--- config.mk ---
export PLATFORM = sky130hd
export DESIGN_NAME = psg_gate
export DESIGN_NICKNAME = d
export VERILOG_FILES = /design/src/core/psg_pkg.sv /design/src/core/psg_gate.sv
export SDC_FILE = /design/constraint.sdc
export NUM_CORES = 1
export LEC_CHECK = 0
export ABC_AREA = 1
export BUFFER_PORTS_ARGS = -buffer_cell sky130_fd_sc_hd__buf_2
export CAP_MARGIN = 20
export CELL_PAD_IN_SITES_DETAIL_PLACEMENT = 0
export CELL_PAD_IN_SITES_GLOBAL_PLACEMENT = 1
export CORE_MARGIN = 2
export CORE_UTILIZATION = 45
export CTS_CLUSTER_SIZE = 12
export DETAILED_ROUTE_END_ITERATION = 8
export PLACE_DENSITY_LB_ADDON = 0.1
export SLEW_MARGIN = 20
export SYNTH_ARGS = -nofsm -noshare
export SYNTH_HDL_FRONTEND = slang
export SYNTH_SLANG_ARGS = --single-unit
--- constraint.sdc ---
create_clock -name CLK_I -period 3.99 [get_ports CLK_I]
set_input_delay 0.1995 -clock CLK_I [delete_from_list [all_inputs] [get_ports CLK_I]]
set_output_delay 0.1995 -clock CLK_I [all_outputs]
set_load 0.1 [all_outputs]
--- src/core/psg_pkg.sv ---
// Constants, types and opcode classes of the suspend gate
// What this block does
// - While busy, only suspend, status, terminate, reset, ID and wake pass.
// - Program held: reads, resume, latch, lock reads, OTP read, SFDP, wrap ok.
// - Erase held: reads, resume, latch, programs pass; no block or chip erase.
// - A program during erase hold must target another 64 kB block.
// - Status writes, locks, OTP program, power-down refused when busy or held.
// - Terminate, reset, ID, wake and status reads pass when busy or held.
// - Accepted suspend halts the operation, sets hold flags, clears busy.
// - No suspend of status write, lock, OTP program, chip erase or sequential.
// - A nested program must finish before the held erase can resume.
// - No erase starts while a program is held.
// - Suspend acts regardless of the write latch.
// - Suspend needs a whole opcode and a release on a byte boundary.
// - Reads into the held page or block return undefined data.
// - Resume clears the hold flag, and in the same cycle the summary if none held, sets busy.
// - With both held, resume restarts the program first, the erase later.
package psg_pkg;

   typedef logic [7:0] psg_op_t;

   localparam psg_op_t
      OP_RD0 = 8'h03, OP_RD1 = 8'h0B, OP_RD2 = 8'h3B,
      OP_RD3 = 8'h6B, OP_RD4 = 8'hEB, OP_RD5 = 8'hE7,
      OP_ER0 = 8'h20, OP_ER1 = 8'h52, OP_ER2 = 8'hD8,
      OP_CE0 = 8'h60, OP_CE1 = 8'hC7,
      OP_PG0 = 8'h02, OP_PG1 = 8'hA2, OP_PG2 = 8'h32,
      OP_SQ0 = 8'hAD, OP_SQ1 = 8'hAF,
      OP_HL0 = 8'hB0, OP_HL1 = 8'h75,
      OP_GO0 = 8'hD0, OP_GO1 = 8'h7A,
      OP_WLSET = 8'h06, OP_WLCLR = 8'h04, OP_VWL = 8'h50,
      OP_LK0 = 8'h36, OP_LK1 = 8'h39, OP_LK2 = 8'h7E, OP_LK3 = 8'h98,
      OP_LKR0 = 8'h3C, OP_LKR1 = 8'h3D,
      OP_OTPW = 8'h9B, OP_OTPR = 8'h4B,
      OP_ST0 = 8'h05, OP_ST1 = 8'h35, OP_ST2 = 8'h15, OP_ST3 = 8'h65,
      OP_SW0 = 8'h01, OP_SW1 = 8'h31, OP_SW2 = 8'h11, OP_SW3 = 8'h71,
      OP_STLK = 8'h6F,
      OP_TERM = 8'hF0, OP_RSEN = 8'h66, OP_RST = 8'h99,
      OP_ID0 = 8'h9F, OP_ID1 = 8'h90, OP_ID2 = 8'h94,
      OP_DPD = 8'hB9, OP_WAKE = 8'hAB, OP_UDPD = 8'h79,
      OP_SFDP = 8'h5A, OP_WRAP = 8'h77;

   localparam int ADDR_W   = 24;
   localparam int BLK_LSB  = 16;
   localparam int PAGE_LSB = 8;
   localparam logic [2:0] BYTES_ADDR = 3'h4;
   localparam logic [2:0] BIT_LAST   = 3'h7;

   localparam int CLK_MHZ            = 250;
   localparam int HALT_LATENCY_US    = 20;

   typedef struct packed {
      logic device_busy_flag;
      logic write_latch_flag;
      logic program_suspended_flag;
      logic erase_suspended_flag;
      logic suspend_summary_flag;
   } psg_flags_s;

   typedef struct packed {
      psg_op_t             opcode;
      logic [ADDR_W-1:0]   addr;
      logic                undefined_data;
   } psg_cmd_s;

   typedef enum logic [1:0] {
      RUN_IDLE, RUN_PROG, RUN_ERASE, RUN_FIXED
   } psg_run_e;

   typedef enum logic [3:0] {
      CL_ALWAYS, CL_HALT, CL_RESUME, CL_READ, CL_HELDOK, CL_WLAT,
      CL_PROG, CL_SEQ, CL_ERASE, CL_CHIP, CL_WRITE, CL_NEVER,
      CL_OTHER
   } psg_class_e;

endpackage : psg_pkg

--- src/core/psg_gate.sv ---
// Suspend gate: SPI opcode capture, state gating and hold flags
`timescale 1ns/10ps
module psg_gate #(
   parameter int unsigned HALT_LAT_CYC =
      psg_pkg::HALT_LATENCY_US * psg_pkg::CLK_MHZ
) (
   // Clock and reset
   input  wire logic                CLK_I,
   input  wire logic                RST_N_I,
   // SPI pins
   input  wire logic                SPI_CS_N_I,
   input  wire logic                SPI_SCK_I,
   input  wire logic                SPI_SI_I,
   // Array engine
   input  wire logic                OP_DONE_I,
   input  wire logic                HALT_ACK_I,
   output logic                     CMD_START_O,
   output psg_pkg::psg_cmd_s        CMD_O,
   output logic                     CMD_REJECT_O,
   output logic                     HALT_REQ_O,
   output logic                     RESUME_O,
   output logic                     RESUME_ERASE_O,
   // Status
   output psg_pkg::psg_flags_s      STATUS_O
);

   // ------------------------------------------------------------
   // Declarations
   // ------------------------------------------------------------
   localparam int CNT_W = $clog2(HALT_LAT_CYC + 1);

   logic                         cs_meta_q, cs_s_q, cs_prev_q;
   logic                         sck_meta_q, sck_s_q, sck_prev_q;
   logic                         si_meta_q, si_s_q;
   logic                         sck_rise, cs_rise, cs_fall;
   logic [2:0]                   bit_q;
   logic [2:0]                   byte_q;
   logic [6:0]                   shift_q;
   psg_pkg::psg_op_t             op_q;
   logic [psg_pkg::ADDR_W-1:0]   addr_q;
   psg_pkg::psg_op_t             byte_in;
   logic                         frame_ok;
   psg_pkg::psg_class_e          cls;
   logic                         have_addr, same_blk, same_page;
   logic                         allow, accept, idle;
   logic                         starts_op;
   psg_pkg::psg_run_e            run_new;
   psg_pkg::psg_run_e            run_q;
   logic [psg_pkg::ADDR_W-1:0]   run_addr_q;
   logic [psg_pkg::ADDR_W-1:0]   pgm_addr_q, ers_addr_q;
   logic                         halt_pend_q;
   logic [CNT_W-1:0]             halt_cnt_q;
   logic                         halt_done;
   logic                         busy_q, wl_q, ph_q, eh_q, sum_q;
   logic                         ph_d, eh_d;
   logic                         go_accept, halt_accept;

   // ------------------------------------------------------------
   // Opcode classes
   // ------------------------------------------------------------
   function automatic psg_pkg::psg_class_e classify(
      input psg_pkg::psg_op_t op);
      psg_pkg::psg_class_e c;
      c = psg_pkg::CL_OTHER;
      unique case (op)
         psg_pkg::OP_TERM, psg_pkg::OP_RSEN, psg_pkg::OP_RST,
         psg_pkg::OP_ID0, psg_pkg::OP_ID1, psg_pkg::OP_ID2,
         psg_pkg::OP_WAKE, psg_pkg::OP_ST0, psg_pkg::OP_ST1,
         psg_pkg::OP_ST2, psg_pkg::OP_ST3:
            c = psg_pkg::CL_ALWAYS;
         psg_pkg::OP_HL0, psg_pkg::OP_HL1:
            c = psg_pkg::CL_HALT;
         psg_pkg::OP_GO0, psg_pkg::OP_GO1:
            c = psg_pkg::CL_RESUME;
         psg_pkg::OP_RD0, psg_pkg::OP_RD1, psg_pkg::OP_RD2,
         psg_pkg::OP_RD3, psg_pkg::OP_RD4, psg_pkg::OP_RD5:
            c = psg_pkg::CL_READ;
         psg_pkg::OP_LKR0, psg_pkg::OP_LKR1, psg_pkg::OP_OTPR,
         psg_pkg::OP_SFDP, psg_pkg::OP_WRAP, psg_pkg::OP_VWL:
            c = psg_pkg::CL_HELDOK;
         psg_pkg::OP_WLSET, psg_pkg::OP_WLCLR:
            c = psg_pkg::CL_WLAT;
         psg_pkg::OP_PG0, psg_pkg::OP_PG1, psg_pkg::OP_PG2:
            c = psg_pkg::CL_PROG;
         psg_pkg::OP_SQ0, psg_pkg::OP_SQ1:
            c = psg_pkg::CL_SEQ;
         psg_pkg::OP_ER0, psg_pkg::OP_ER1, psg_pkg::OP_ER2:
            c = psg_pkg::CL_ERASE;
         psg_pkg::OP_CE0, psg_pkg::OP_CE1, psg_pkg::OP_OTPW:
            c = psg_pkg::CL_CHIP;
         psg_pkg::OP_SW0, psg_pkg::OP_SW1, psg_pkg::OP_SW2,
         psg_pkg::OP_SW3, psg_pkg::OP_STLK, psg_pkg::OP_LK0,
         psg_pkg::OP_LK1, psg_pkg::OP_LK2, psg_pkg::OP_LK3:
            c = psg_pkg::CL_WRITE;
         psg_pkg::OP_DPD, psg_pkg::OP_UDPD:
            c = psg_pkg::CL_NEVER;
         default:
            c = psg_pkg::CL_OTHER;
      endcase
      return c;
   endfunction : classify

   // ------------------------------------------------------------
   // Pin synchronisers
   // ------------------------------------------------------------
   always_ff @(posedge CLK_I or negedge RST_N_I) begin
      if (!RST_N_I) begin
         cs_meta_q  <= 1'b1;
         cs_s_q     <= 1'b1;
         cs_prev_q  <= 1'b1;
         sck_meta_q <= 1'b0;
         sck_s_q    <= 1'b0;
         sck_prev_q <= 1'b0;
         si_meta_q  <= 1'b0;
         si_s_q     <= 1'b0;
      end else begin
         cs_meta_q  <= SPI_CS_N_I;
         cs_s_q     <= cs_meta_q;
         cs_prev_q  <= cs_s_q;
         sck_meta_q <= SPI_SCK_I;
         sck_s_q    <= sck_meta_q;
         sck_prev_q <= sck_s_q;
         si_meta_q  <= SPI_SI_I;
         si_s_q     <= si_meta_q;
      end
   end

   // Mode 0 idles low, so only rising edges inside a frame count
   assign sck_rise = sck_s_q & ~sck_prev_q & ~cs_s_q;
   assign cs_rise  = cs_s_q & ~cs_prev_q;
   assign cs_fall  = ~cs_s_q & cs_prev_q;
   assign byte_in  = {shift_q, si_s_q};

   // ------------------------------------------------------------
   // Opcode and address capture
   // ------------------------------------------------------------
   always_ff @(posedge CLK_I or negedge RST_N_I) begin
      if (!RST_N_I) begin
         bit_q   <= 3'h0;
         byte_q  <= 3'h0;
         shift_q <= 7'h00;
      end else if (cs_fall) begin
         bit_q   <= 3'h0;
         byte_q  <= 3'h0;
      end else if (sck_rise) begin
         shift_q <= byte_in[6:0];
         bit_q   <= bit_q + 3'h1;
         if (bit_q == psg_pkg::BIT_LAST &&
             byte_q != psg_pkg::BYTES_ADDR) begin
            byte_q <= byte_q + 3'h1;
         end
      end
   end

   // Opcode MSB first, then three address bytes on the single line
   always_ff @(posedge CLK_I or negedge RST_N_I) begin
      if (!RST_N_I) begin
         op_q   <= '0;
         addr_q <= '0;
      end else if (sck_rise && bit_q == psg_pkg::BIT_LAST) begin
         if (byte_q == 3'h0) begin
            op_q <= byte_in;
         end else if (byte_q != psg_pkg::BYTES_ADDR) begin
            addr_q <= {addr_q[psg_pkg::ADDR_W-9:0], byte_in};
         end
      end
   end

   // ------------------------------------------------------------
   // Gating decision at chip-select release
   // ------------------------------------------------------------
   assign frame_ok  = cs_rise & (bit_q == 3'h0) & (byte_q != 3'h0);
   assign cls       = classify(op_q);
   assign have_addr = (byte_q == psg_pkg::BYTES_ADDR);
   assign same_blk  = addr_q[psg_pkg::ADDR_W-1:psg_pkg::BLK_LSB] ==
                      ers_addr_q[psg_pkg::ADDR_W-1:psg_pkg::BLK_LSB];
   assign same_page = addr_q[psg_pkg::ADDR_W-1:psg_pkg::PAGE_LSB] ==
                      pgm_addr_q[psg_pkg::ADDR_W-1:psg_pkg::PAGE_LSB];
   assign idle      = ~busy_q & ~ph_q & ~eh_q;

   always_comb begin
      allow = 1'b0;
      unique case (cls)
         psg_pkg::CL_ALWAYS: allow = 1'b1;
         psg_pkg::CL_HALT:
            allow = busy_q & ~halt_pend_q &
                    (run_q == psg_pkg::RUN_PROG ||
                     run_q == psg_pkg::RUN_ERASE);
         psg_pkg::CL_RESUME: allow = ~busy_q & (ph_q | eh_q);
         psg_pkg::CL_READ,
         psg_pkg::CL_HELDOK,
         psg_pkg::CL_WLAT: allow = ~busy_q;
         psg_pkg::CL_PROG,
         psg_pkg::CL_SEQ:
            allow = ~busy_q & ~ph_q & wl_q & have_addr &
                    ~(eh_q & same_blk);
         psg_pkg::CL_ERASE: allow = idle & wl_q & have_addr;
         psg_pkg::CL_CHIP: allow = idle & wl_q;
         psg_pkg::CL_WRITE,
         psg_pkg::CL_NEVER: allow = idle;
         psg_pkg::CL_OTHER: allow = idle;
      endcase
   end

   assign accept      = frame_ok & allow;
   assign halt_accept = accept & (cls == psg_pkg::CL_HALT);
   assign go_accept   = accept & (cls == psg_pkg::CL_RESUME);

   always_comb begin
      run_new = psg_pkg::RUN_IDLE;
      unique case (cls)
         psg_pkg::CL_PROG: run_new = psg_pkg::RUN_PROG;
         psg_pkg::CL_ERASE: run_new = psg_pkg::RUN_ERASE;
         psg_pkg::CL_SEQ, psg_pkg::CL_CHIP,
         psg_pkg::CL_WRITE: run_new = psg_pkg::RUN_FIXED;
         default: run_new = psg_pkg::RUN_IDLE;
      endcase
   end

   assign starts_op = accept & (run_new != psg_pkg::RUN_IDLE);

   // ------------------------------------------------------------
   // Command hand-off to the array engine
   // ------------------------------------------------------------
   always_ff @(posedge CLK_I or negedge RST_N_I) begin
      if (!RST_N_I) begin
         CMD_START_O  <= 1'b0;
         CMD_REJECT_O <= 1'b0;
         CMD_O        <= '0;
      end else begin
         CMD_START_O  <= accept & ~halt_accept & ~go_accept;
         CMD_REJECT_O <= frame_ok & ~allow;
         if (accept) begin
            CMD_O.opcode         <= op_q;
            CMD_O.addr           <= addr_q;
            CMD_O.undefined_data <= (cls == psg_pkg::CL_READ) &
               have_addr & ((ph_q & same_page) |
                            (eh_q & same_blk));
         end
      end
   end

   // ------------------------------------------------------------
   // Running operation tracking
   // ------------------------------------------------------------
   always_ff @(posedge CLK_I or negedge RST_N_I) begin
      if (!RST_N_I) begin
         run_q      <= psg_pkg::RUN_IDLE;
         run_addr_q <= '0;
      end else if (starts_op) begin
         run_q      <= run_new;
         run_addr_q <= addr_q;
      end else if (go_accept) begin
         // Program first when both are held
         run_q      <= ph_q ? psg_pkg::RUN_PROG
                            : psg_pkg::RUN_ERASE;
         run_addr_q <= ph_q ? pgm_addr_q : ers_addr_q;
      end else if (OP_DONE_I || halt_done) begin
         run_q <= psg_pkg::RUN_IDLE;
      end
   end

   always_ff @(posedge CLK_I or negedge RST_N_I) begin
      if (!RST_N_I) begin
         pgm_addr_q <= '0;
         ers_addr_q <= '0;
      end else if (halt_done) begin
         if (run_q == psg_pkg::RUN_PROG) begin
            pgm_addr_q <= run_addr_q;
         end else begin
            ers_addr_q <= run_addr_q;
         end
      end
   end

   // ------------------------------------------------------------
   // Suspend latency
   // ------------------------------------------------------------
   // A natural finish beats a late halt, so the op just ends
   assign halt_done = halt_pend_q & ~OP_DONE_I &
                      (HALT_ACK_I || halt_cnt_q == '0);

   always_ff @(posedge CLK_I or negedge RST_N_I) begin
      if (!RST_N_I) begin
         halt_pend_q <= 1'b0;
         halt_cnt_q  <= '0;
         HALT_REQ_O  <= 1'b0;
      end else begin
         HALT_REQ_O <= halt_accept;
         if (halt_accept) begin
            halt_pend_q <= 1'b1;
            halt_cnt_q  <= CNT_W'(HALT_LAT_CYC - 1);
         end else if (halt_done || OP_DONE_I) begin
            halt_pend_q <= 1'b0;
         end else if (halt_pend_q) begin
            halt_cnt_q <= halt_cnt_q - 1'b1;
         end
      end
   end

   // ------------------------------------------------------------
   // Status flags
   // ------------------------------------------------------------
   always_comb begin
      ph_d = ph_q;
      eh_d = eh_q;
      if (go_accept) begin
         if (ph_q) begin
            ph_d = 1'b0;
         end else begin
            eh_d = 1'b0;
         end
      end
      if (halt_done && run_q == psg_pkg::RUN_PROG) begin
         ph_d = 1'b1;
      end
      if (halt_done && run_q == psg_pkg::RUN_ERASE) begin
         eh_d = 1'b1;
      end
   end

   always_ff @(posedge CLK_I or negedge RST_N_I) begin
      if (!RST_N_I) begin
         ph_q  <= 1'b0;
         eh_q  <= 1'b0;
         sum_q <= 1'b0;
      end else begin
         ph_q  <= ph_d;
         eh_q  <= eh_d;
         sum_q <= ph_d | eh_d;
      end
   end

   always_ff @(posedge CLK_I or negedge RST_N_I) begin
      if (!RST_N_I) begin
         busy_q <= 1'b0;
      end else if (starts_op || go_accept) begin
         busy_q <= 1'b1;
      end else if (OP_DONE_I || halt_done) begin
         busy_q <= 1'b0;
      end
   end

   // Latch clears when a write-type operation ends, not when halted
   always_ff @(posedge CLK_I or negedge RST_N_I) begin
      if (!RST_N_I) begin
         wl_q <= 1'b0;
      end else if (accept && op_q == psg_pkg::OP_WLSET) begin
         wl_q <= 1'b1;
      end else if (accept && op_q == psg_pkg::OP_WLCLR) begin
         wl_q <= 1'b0;
      end else if (OP_DONE_I && busy_q) begin
         wl_q <= 1'b0;
      end
   end

   // ------------------------------------------------------------
   // Outputs
   // ------------------------------------------------------------
   always_ff @(posedge CLK_I or negedge RST_N_I) begin
      if (!RST_N_I) begin
         RESUME_O       <= 1'b0;
         RESUME_ERASE_O <= 1'b0;
      end else begin
         RESUME_O <= go_accept;
         if (go_accept) begin
            RESUME_ERASE_O <= ~ph_q;
         end
      end
   end

   assign STATUS_O.device_busy_flag       = busy_q;
   assign STATUS_O.write_latch_flag       = wl_q;
   assign STATUS_O.program_suspended_flag = ph_q;
   assign STATUS_O.erase_suspended_flag   = eh_q;
   assign STATUS_O.suspend_summary_flag   = sum_q;

endmodule : psg_gate

==> results of run 1 <==
[registers in the layout (all words and copies together), names as in the netlist, 7 cells and up]
register    flops
CMD_O          33
shift_q         7
op_q            8
ers_addr_q     16
run_addr_q     16
addr_q         24
halt_cnt_q     13
pgm_addr_q     16
[worst paths after layout]
| path | endpoint | slack, ns | depth (start not counted) |
|---|---|---|---|
| worst max register to register | run_addr_q[11] | 1.02 | 14 |
| worst min register to register | si_s_q | 0.35 | 0 |
| worst max-delay path | run_addr_q[11] | 1.02 | 14 |
| min in group asynchronous | CMD_O[27] | 0.39 | 2 |
| worst min-delay path | busy_q | 0.20 | 4 |
| max in group asynchronous | run_addr_q[8] | 2.56 | 3 |
[metrics by stage]
stage	std cells	instance area, um2	util, %
floorplan	958	7800	-
global placement	1203	8190	47.9
detailed placement	1203	8190	47.9
CTS	1239	8860	51.8
global route	1239	8860	51.8
finish	1239	8860	51.8
[layer usage]
layer  part of all wire, %  vias up  global-route usage (%)
li1                      -     3177                       -
met1                    49     3005                    33.6
met2                    45      158                    35.6
met3                   4.6       22                    4.64
met4                   1.2        0                    5.84
met5                     0        -                       0
[final cells by class]
class	count	area (um2)
clock buffer	21	470
timing repair buffer	63	367
clock inverter	11	154
fill	1664	8260
sequential	160	4010
tap	225	282
inverter	121	454
multi-input combinational	638	3120
[power by group]
part           total [uW]  switching [uW]  internal, uW
sequential           1660            15.1          1650
combinational         113            86.3          27.1
clock                1730             690          1040
total                3510             792          2720
[cell usage after synthesis, types with 11 or more instances]
cell type | count | area, um2
nand2_1 | 267 | 1000
dfrtp_1 | 157 | 3930
o21ai_0 | 113 | 566
inv_1 | 109 | 409
nor2_1 | 71 | 267
nand3_1 | 53 | 265
nand4_1 | 25 | 156
clkbuf_1 | 16 | 60.1
a21oi_1 | 12 | 60.1
inv_2 | 12 | 45.0
buf_4 | 11 | 82.6
mux2_2 | 11 | 124
[cell families (layout without fill, tap and decap cells)]
| family | after synthesis | in the layout | synth area share [%] |
|---|---|---|---|
| AOI/OAI and AO/OA | 158 | 158 | 11.0 |
| DFF | 160 | 160 | 51.4 |
| and+or+nand+nor | 444 | 444 | 24.2 |
| adders and majority gates | 9 | 9 | 1.44 |
| muxes | 11 | 11 | 1.59 |
| buffers and inverters | 160 | 216 | 8.54 |
| xor gates and xnor gates | 16 | 16 | 1.80 |
[worst max-delay path: cells and delay by family, from the launching register on]
family                 cells  cell delay (ns)
buffers and inverters      3             0.44
AND/OR/NAND/NOR           10             1.63
flip-flops                 1             0.43
AO/OA/AOI/OAI              1             0.36
[timing repair]
item                       in CTS  in global routing
hold endpoints to repair       84                  0
hold buffers                    4                  0
setup endpoints to repair       0                  0
==> run metrics, run 1 <==
status=finished clean; Crit path top cell by count=nand2_1; Routed wire per std cell=16.3 um; number of port buffers=about 50; Remaining DRCs=0; Die X=roughly 140 um; Worst Setup SP=op_q[5]; Initial Util=45.6%; worst-path fanout max=21; Nets=1017; arrival time at the worst endpoint=about 3.3 ns; ys async rst share=100%; Mean Syn Cell Area=8.14 um2; worst slew pin tran=around 0.96 ns; slew margin rel.=36.0%; power per cell area=396 nW/um2; total power=3510 uW; CTS tree=yes; hold_sp=OP_DONE_I; Worst Setup End Kind=flop; commonest non-fill, non-tap cell in the layout=nand2_1; Synth Instances=around 960; Post-synth top flop=dfrtp_1; Max Slew Vio Count=0; register area share after synthesis=approximately half; CTS buffer count=17; CTS H-tree lvls=4; Antenna Cells=0; fin crit period=around 3 ns; initial antenna violation count=0; # Post-CTS Setup Buffers=0; post-route clock period utilization=between 70% and 80%; most frequent cells in the layout=267 x nand2_1, 157 x dfrtp_1, 113 x o21ai_0; max frequency=~0.34 GHz; DP HPWL=between 10000 and 15000 um; post-CTS sizing=0; CP max-delay cell=nand2_1; Largest stage delay, worst path=0.51 ns; Total Wirelength=20200 um; CTS root buf=clkbuf_16; startpoint types=flop; post-route setup TNS=0 ns; Clock Latency Late Sink=between 0.4 and 0.5 ns; WHS=a little over 0.2 ns; pre-CTS setup slack=1.01 ns; drt pass-1 iters=5; CP Cell Sequence=nand2_1 > inv_1 > nand2_1 > nand2_1 > nand2_1 > inv_1 > nor3_1 > nand3_1 > nor2_1 > nand2_1 > o211ai_2 > inv_1 > nand3_1 > nand2_1; clock transition at the registers of the reported paths=about 0.07 ns; DRT iter0 DRCs=approximately 450; core area=roughly 17000 um2; Required @ worst endpoint=4.31 ns; worst vdd ir=approximately 0.00030 V; routability congestion estimate=~0.97; count of different cell masters after synthesis=43; largest net degree at the start of global routing=a little under 90; Area Growth Syn to Fin=13.6%; Final setup viols=0; first-pass GRT wire length=32500 um; Via density=a little over 5; Max Root-Sink Buffers=2; DIE HEIGHT=between 100 and 150 um; crit path kind=flop to flop; gr ovfl total=0; leakage power=0.00441 uW; unrepaired setup endpoints after global routing=false; aggregate global-route resource usage=around 23%; layout cells sized above 1=about an eighth; Ys Warns=0; Site Rows=48; Final ANT Viol Nets=0; Worst Clk Skew=between 0.009 and 0.01 ns; full die area=~18000 um2; Worst Slack Setup Final=1.02 ns; Post-Syn Area=7800 um2; post-synth net total=974; Final Hold Fails=0; number of global-route vias before repair=6061; flops & latches, synth=160; number of synthesized flops with an enable pin=0; total number of vias=6362; worst r2r src=op_q[5]; Num Clock Sinks=160; IO Count=50; HP Class=primary input to flop; Max Cap Viol=0
(Power assumes the default switching activity.)
==> run 2: changes to the inputs <==
--- a/config.mk
+++ b/config.mk
@@ -11,7 +11,7 @@
 export CELL_PAD_IN_SITES_DETAIL_PLACEMENT = 0
 export CELL_PAD_IN_SITES_GLOBAL_PLACEMENT = 1
 export CORE_MARGIN = 2
-export CORE_UTILIZATION = 45
+export CORE_UTILIZATION = 41
 export CTS_CLUSTER_SIZE = 12
 export DETAILED_ROUTE_END_ITERATION = 8
 export PLACE_DENSITY_LB_ADDON = 0.1
==> constraint.sdc (replaced) <==
create_clock -name CLK_I -period 2.38 [get_ports CLK_I]
set_input_delay 0.119 -clock CLK_I [delete_from_list [all_inputs] [get_ports CLK_I]]
set_output_delay 0.119 -clock CLK_I [all_outputs]
set_load 0.1 [all_outputs]
==> run 2 against run 1 <==
Against the previous run:
- power is 67% higher
- worst hold slack lost 0.073 ns
- the flow now finishes with violations (setup timing)
- critical endpoint is now run_addr_q[23]
- sequential power increased by 68%
- worst setup slack worse by 1.0 ns
- maximum frequency grew 23%
- global-route usage fell by 0.21 points
==> run metrics, run 2 (synthesis gave the netlist of run 1 again) <==
Remaining DRCs=0 (unchanged); CP max-delay cell=dfrtp_2 (was nand2_1); worst vdd ir=0.000496 V (was 0.000303 V); full die area=20100 um2 (was 18400 um2); number of global-route vias before repair=6419 (was 6061); Num Clock Sinks=160 (unchanged); worst r2r src=op_q[7] (was op_q[5]); share of power burned in the clock network=48.8% (was 49.3%); HP Class=primary input to flop (unchanged); leakage power=0.00498 uW (was 0.00441 uW); max reg flops=33 (unchanged); Layout Cells excl Fill=1331 (was 1239); worst slew pin tran=0.704 ns (was 0.958 ns); power per cell area=580 nW/um2 (was 396 nW/um2); DIE HEIGHT=142 um (was 136 um); layout cells sized above 1=28.5% (was 12.9%); Fillers=1808 (was 1664); slew margin rel.=53.1% (was 36.0%); clock transition at the registers of the reported paths=0.07 ns (about the same); commonest non-fill, non-tap cell in the layout=nand2_1 (unchanged); Worst Setup End Kind=flop (unchanged); Routed wire per std cell=16.7 um (was 16.3 um); crit path kind=flop to flop (unchanged); Max Root-Sink Buffers=2 (unchanged); Nets=1100 (was 1017); DRT iter0 DRCs=384 (was 447); fin crit period=2.41 ns (was 2.97 ns); Clock Latency Late Sink=0.44 ns (was 0.43 ns); DP HPWL=15600 um (was 14400 um); switching power=1400 uW (was 792 uW); post-route setup TNS=-0.0581 ns (was 0 ns); Total Wirelength=22200 um (was 20200 um); Via density=5.07 (was 5.13); IO Count=50 (unchanged); CTS tree=yes (unchanged); Final setup viols=5 (was 0); startpoint types=flop (unchanged); total number of vias=6745 (was 6362); Worst Setup SP=op_q[7] (was op_q[5]); CP Cell Sequence=inv_2 > buf_6 > nor2_2 > nand2_2 > nand2_2 > nand2_2 > a21oi_2 > nor2_2 > nand3_2 > nand2_2 > nand3_2 > nor2_4 > nand3_4 > buf_6 > nand3_4 > nand2_1 > nand3_1 > nand2_1 (was nand2_1 > inv_1 > nand2_1 > nand2_1 > nand2_1 > inv_1 > nor3_1 > nand3_1 > nor2_1 > nand2_1 > o211ai_2 > inv_1 > nand3_1 > nand2_1); Gate power share=3.5% (was 3.2%); Reg power frac=47.7% (was 47.4%); Biggest register=CMD_O (unchanged); Largest regs=CMD_O x33, addr_q x24 (unchanged); worst-path fanout max=8 (was 21); max frequency=0.415 GHz (was 0.336 GHz); Crit path top cell by count=nand2_2 (was nand2_1); Site Rows=50 (was 48); Buf/Inv on CP=3 (unchanged); switch share=23.9% (was 22.6%); WHS=0.130 ns (was 0.203 ns); Final Hold Fails=0 (unchanged); Final ANT Viol Nets=0 (unchanged); Area Growth Syn to Fin=29.4% (was 13.6%); CTS root buf=clkbuf_16 (unchanged); Max Slew Vio Count=0 (unchanged); P_int=4450 uW (was 2720 uW); gr ovfl total=0 (unchanged); hold_sp=OP_DONE_I (unchanged); Largest stage delay, worst path=0.49 ns (was 0.51 ns); aggregate global-route resource usage=22.9% (was 23.2%); DP Cell Count=1284 (was 1203); critical path's top delay family=simple AND/OR/NAND/NOR gates (unchanged); CTS buffer count=17 (unchanged); Max Cap Viol=0 (unchanged); Required @ worst endpoint=2.70 ns (was 4.31 ns); failing checks=setup timing; most frequent cells in the layout=230 x nand2_1, 152 x dfrtp_1, 110 x o21ai_0 (was 267 x nand2_1, 157 x dfrtp_1, 113 x o21ai_0); initial antenna violation count=0 (unchanged); Die X=142 um (was 136 um); status=finished with violations (was finished clean); CTS H-tree lvls=4 (unchanged); post-route clock period utilization=101% (was 74.5%); core area=18700 um2 (was 17100 um2); largest net degree at the start of global routing=72 (was 87); unrepaired setup endpoints after global routing=true (was false); Worst Slack Setup Final=-0.0301 ns (was 1.02 ns); number of port buffers=49 (unchanged); routability congestion estimate=0.914 (was 0.966); first-pass GRT wire length=35400 um (was 32500 um); Worst Clk Skew=0.0158 ns (was 0.00953 ns); Antenna Cells=0 (unchanged); drt pass-1 iters=5 (unchanged); Initial Util=41.7% (was 45.6%); arrival time at the worst endpoint=2.73 ns (was 3.29 ns)
## run 2: power by group through the flow
stage	logic (uW)	clock network (uW)	registers, uW
final	205	2860	2790
after global routing	239	3020	2790
after CTS	210	2910	2790
after detailed placement	204	0	2840
after global placement	201	0	2840
after floorplan	89.6	0	2830
## run 2: stage by stage
stage / setup WS, ns / utilization (%) / total power [uW] / cell area [um2]
after detailed placement: -0.200 / 47.2 / 3040 / 8830
after CTS: 0.000334 / 51.2 / 5910 / 9580
after global placement: -0.211 / 47.2 / 3040 / 8830
after global routing: -0.179 / 53.9 / 6050 / 10100
after floorplan: 0.0852 / - / 2920 / 7800
final: -0.0301 / 53.9 / 5850 / 10100
## run 2: tightest hold or removal path: cells and delay by family
| kind | cells | cell delay (ns) |
|---|---|---|
| buffers and inverters | 1 | 0.17 |
| and+or+nand+nor | 3 | 0.24 |
## run 2: worst paths after layout
kind | endpoint | slack (ns) | depth (start not counted)
min | halt_cnt_q[11] | 0.13 | 4
min reg2reg | si_s_q | 0.35 | 0
max reg2reg | run_addr_q[23] | -0.03 | 18
max in group asynchronous | cs_prev_q | 1.38 | 3
min in group asynchronous | op_q[3] | 0.29 | 2
max | run_addr_q[23] | -0.03 | 18
## run 2: layout make-up
cell class,instances,area (um2),area share (%)
Clock buffer,20,457,4.53
Clock inverter,12,149,1.48
Inverter,121,459,4.55
Multi-Input combinational cell,639,3570,35.4
Sequential cell,160,4010,39.8
Tap cell,234,293,2.90
Timing Repair Buffer,145,1150,11.4
## run 2: what timing repair did
item                                   in CTS  in global routing
cloned                                      1                  1
pin swaps                                   4                 38
hold buffers                                4                  0
setup buffers                               0                 10
resized for setup                          26                124
setup endpoints to repair                  72                 86
endpoints found under the hold margin      70                  0
## run 2: layer usage
layer / GRT usage [%] / vias up / wire [um]
met2: 35.4 / 155 / 10000
met4: 4.95 / 0 / 243
li1: - / 3357 / -
met3: 4.45 / 24 / 1010
met5: 0 / - / 0
met1: 33.7 / 3209 / 10900
==> run 3: changes to the inputs <==
--- a/config.mk
+++ b/config.mk
@@ -14,6 +14,7 @@
 export CORE_UTILIZATION = 41
 export CTS_CLUSTER_SIZE = 12
 export DETAILED_ROUTE_END_ITERATION = 8
+export MAX_ROUTING_LAYER = met4
 export PLACE_DENSITY_LB_ADDON = 0.1
 export SLEW_MARGIN = 20
 export SYNTH_ARGS = -nofsm -noshare
==> run 3 against run 2 <==
Against the previous run:
- the run still ends with setup timing left
- sequential power about the same
- register-to-register slack worse by 0.02 ns
- worst hold slack worse by 0.0088 ns
- clock skew down 0.0030 ns
- clock power down 2%
- global-route usage up 0.85 points
- worst setup slack worse by 0.019 ns
- via count down 0.50%
- combinational power about the same
- critical endpoint is now run_addr_q[14]
- largest cell class unchanged
==> run metrics, run 3 (synthesis gave the netlist of run 1 again) <==
Final setup viols=13 (was 5); largest net degree at the start of global routing=47 (was 72); worst-path fanout max=8 (unchanged); startpoint types=flop (unchanged); unrepaired setup endpoints after global routing=true (unchanged); number of port buffers=49 (unchanged); first-pass GRT wire length=35400 um (about the same); Num Clock Sinks=160 (unchanged); CTS H-tree lvls=4 (unchanged); most frequent cells in the layout=235 x nand2_1, 151 x dfrtp_1, 109 x o21ai_0 (was 230 x nand2_1, 152 x dfrtp_1, 110 x o21ai_0); Clock Latency Late Sink=0.44 ns (about the same); Fillers=1772 (was 1808); arrival time at the worst endpoint=2.75 ns (was 2.73 ns); CTS buffer count=17 (unchanged); commonest non-fill, non-tap cell in the layout=nand2_1 (unchanged); max reg flops=33 (unchanged); Via density=5.02 (was 5.07); Antenna Cells=0 (unchanged); max frequency=0.412 GHz (was 0.415 GHz); Largest regs=CMD_O x33, addr_q x24 (unchanged); Total Wirelength=22500 um (was 22200 um); Site Rows=50 (unchanged); slew margin rel.=61.6% (was 53.1%); DRT iter0 DRCs=427 (was 384); drt pass-1 iters=5 (unchanged); initial antenna violation count=0 (unchanged); WHS=0.122 ns (was 0.130 ns); Final Hold Fails=0 (unchanged); Worst Clk Skew=0.0128 ns (was 0.0158 ns); CTS tree=yes (unchanged); HP Class=primary input to flop (unchanged); CTS root buf=clkbuf_16 (unchanged); total power=5790 uW (was 5850 uW); worst slew pin tran=0.575 ns (was 0.704 ns); Worst Setup End Kind=flop (unchanged); number of stages on the worst hold path=4 (unchanged); Remaining DRCs=0 (unchanged); worst r2r src=op_q[7] (unchanged); cells on worst reg2reg path=17 (was 18); routability congestion estimate=0.924 (was 0.914); fin util=53.9% (about the same); post-route setup TNS=-0.159 ns (was -0.0581 ns); aggregate global-route resource usage=23.8% (was 22.9%); worst reg-to-reg setup slack=-0.05 ns (was -0.03 ns); status=finished with violations (unchanged); full die area=20100 um2 (unchanged); fin crit period=2.43 ns (was 2.41 ns); hold_sp=OP_DONE_I (unchanged); DIE HEIGHT=142 um (unchanged); worst vdd ir=0.000489 V (was 0.000496 V); Nets=1105 (was 1100); reg2reg end=run_addr_q[14] (was run_addr_q[23]); Die X=142 um (unchanged); Worst Setup SP=op_q[7] (unchanged); gr ovfl total=0 (unchanged); Routed wire per std cell=16.9 um (was 16.7 um); core area=18700 um2 (unchanged); Required @ worst endpoint=2.70 ns (about the same); hold worst-path end=busy_q (was halt_cnt_q[11]); total number of vias=6711 (was 6745); post-route clock period utilization=102% (was 101%); clock transition at the registers of the reported paths=0.07 ns (about the same); leakage power=0.00503 uW (was 0.00498 uW); failing checks=setup timing (unchanged); IO Count=50 (unchanged); layout cells sized above 1=27.2% (was 28.5%); Max Slew Vio Count=0 (unchanged); Worst Slack Setup Final=-0.0492 ns (was -0.0301 ns); Initial Util=41.7% (unchanged); number of global-route vias before repair=6533 (was 6419); Max Root-Sink Buffers=2 (unchanged); Max Cap Viol=0 (unchanged); power per cell area=574 nW/um2 (was 580 nW/um2); Area Growth Syn to Fin=29.4% (about the same); crit path kind=flop to flop (unchanged); Final ANT Viol Nets=0 (unchanged); Biggest register=CMD_O (unchanged); DP HPWL=15700 um (was 15600 um)
==> run 3: worst max path at each step <==
stage,end,slack [ns]
CTS,wl_q,-0.001
global route,sum_q,-0.19
finish,run_addr_q[14],-0.05
floorplan,ers_addr_q[10],0.09
global placement,run_q[1],-0.19
detailed placement,run_addr_q[20],-0.16
==> run 3: timing repair <==
item | 4_1_cts | 5_1_grt
buffers inserted | 3 | 10
cloned | 1 | 2
pin swaps | 6 | 33
endpoints found under the setup margin | 71 | 86
gates resized for setup | 35 | 89
hold buffers | 4 | 0
hold endpoints to repair | 43 | 0
==> run 3: report_power, final <==
part           switching, uW  leakage (uW)  total [uW]  internal, uW
logic                    149       0.00266         203          54.7
registers               23.7       0.00207        2790          2760
clock network           1370      0.000297        2800          1430
total                   1540       0.00503        5790          4250
==> run 3: through the flow <==
| step | std cells | setup slack, ns | area, um2 |
|---|---|---|---|
| floorplan | 958 | 0.0852 | 7800 |
| global placement | 1285 | -0.186 | 8880 |
| detailed placement | 1285 | -0.165 | 8880 |
| CTS | 1325 | -0.00125 | 9660 |
| global route | 1336 | -0.186 | 10100 |
| finish | 1336 | -0.0492 | 10100 |
==> run 3: metal layers <==
layer	vias up	track usage (%)	part of all wire (%)
met5	-	-	0
met2	134	35.6	45
met3	17	4.15	3.4
li1	3363	-	-
met1	3197	33.7	50
met4	0	6.00	1.1
==> run 3: final cells by class <==
| type | count | area [um2] | area share, % |
|---|---|---|---|
| well taps | 234 | 293 | 2.90 |
| clock inverters | 15 | 181 | 1.80 |
| repair buffers | 150 | 1210 | 12.0 |
| flip-flops and latches | 160 | 4020 | 39.8 |
| inverters | 121 | 462 | 4.58 |
| multi-input cells | 639 | 3500 | 34.7 |
| clock buffers | 17 | 425 | 4.22 |
==> run 3: worst max-delay path, stage by stage (launching register included) <==
cell and delay, ns:
dfrtp_2 0.49, inv_4 0.07, nand2_4 0.08, nor2_1 0.05
buf_4 0.15, nand2_4 0.07, nand4_1 0.10, nor2_2 0.19
nand3_2 0.11, nand2_2 0.08, nand3_2 0.09, nor2_4 0.14
nand3_4 0.14, buf_6 0.17, nand3_4 0.14, nand2_1 0.09
nand3_1 0.07, nand2_1 0.07
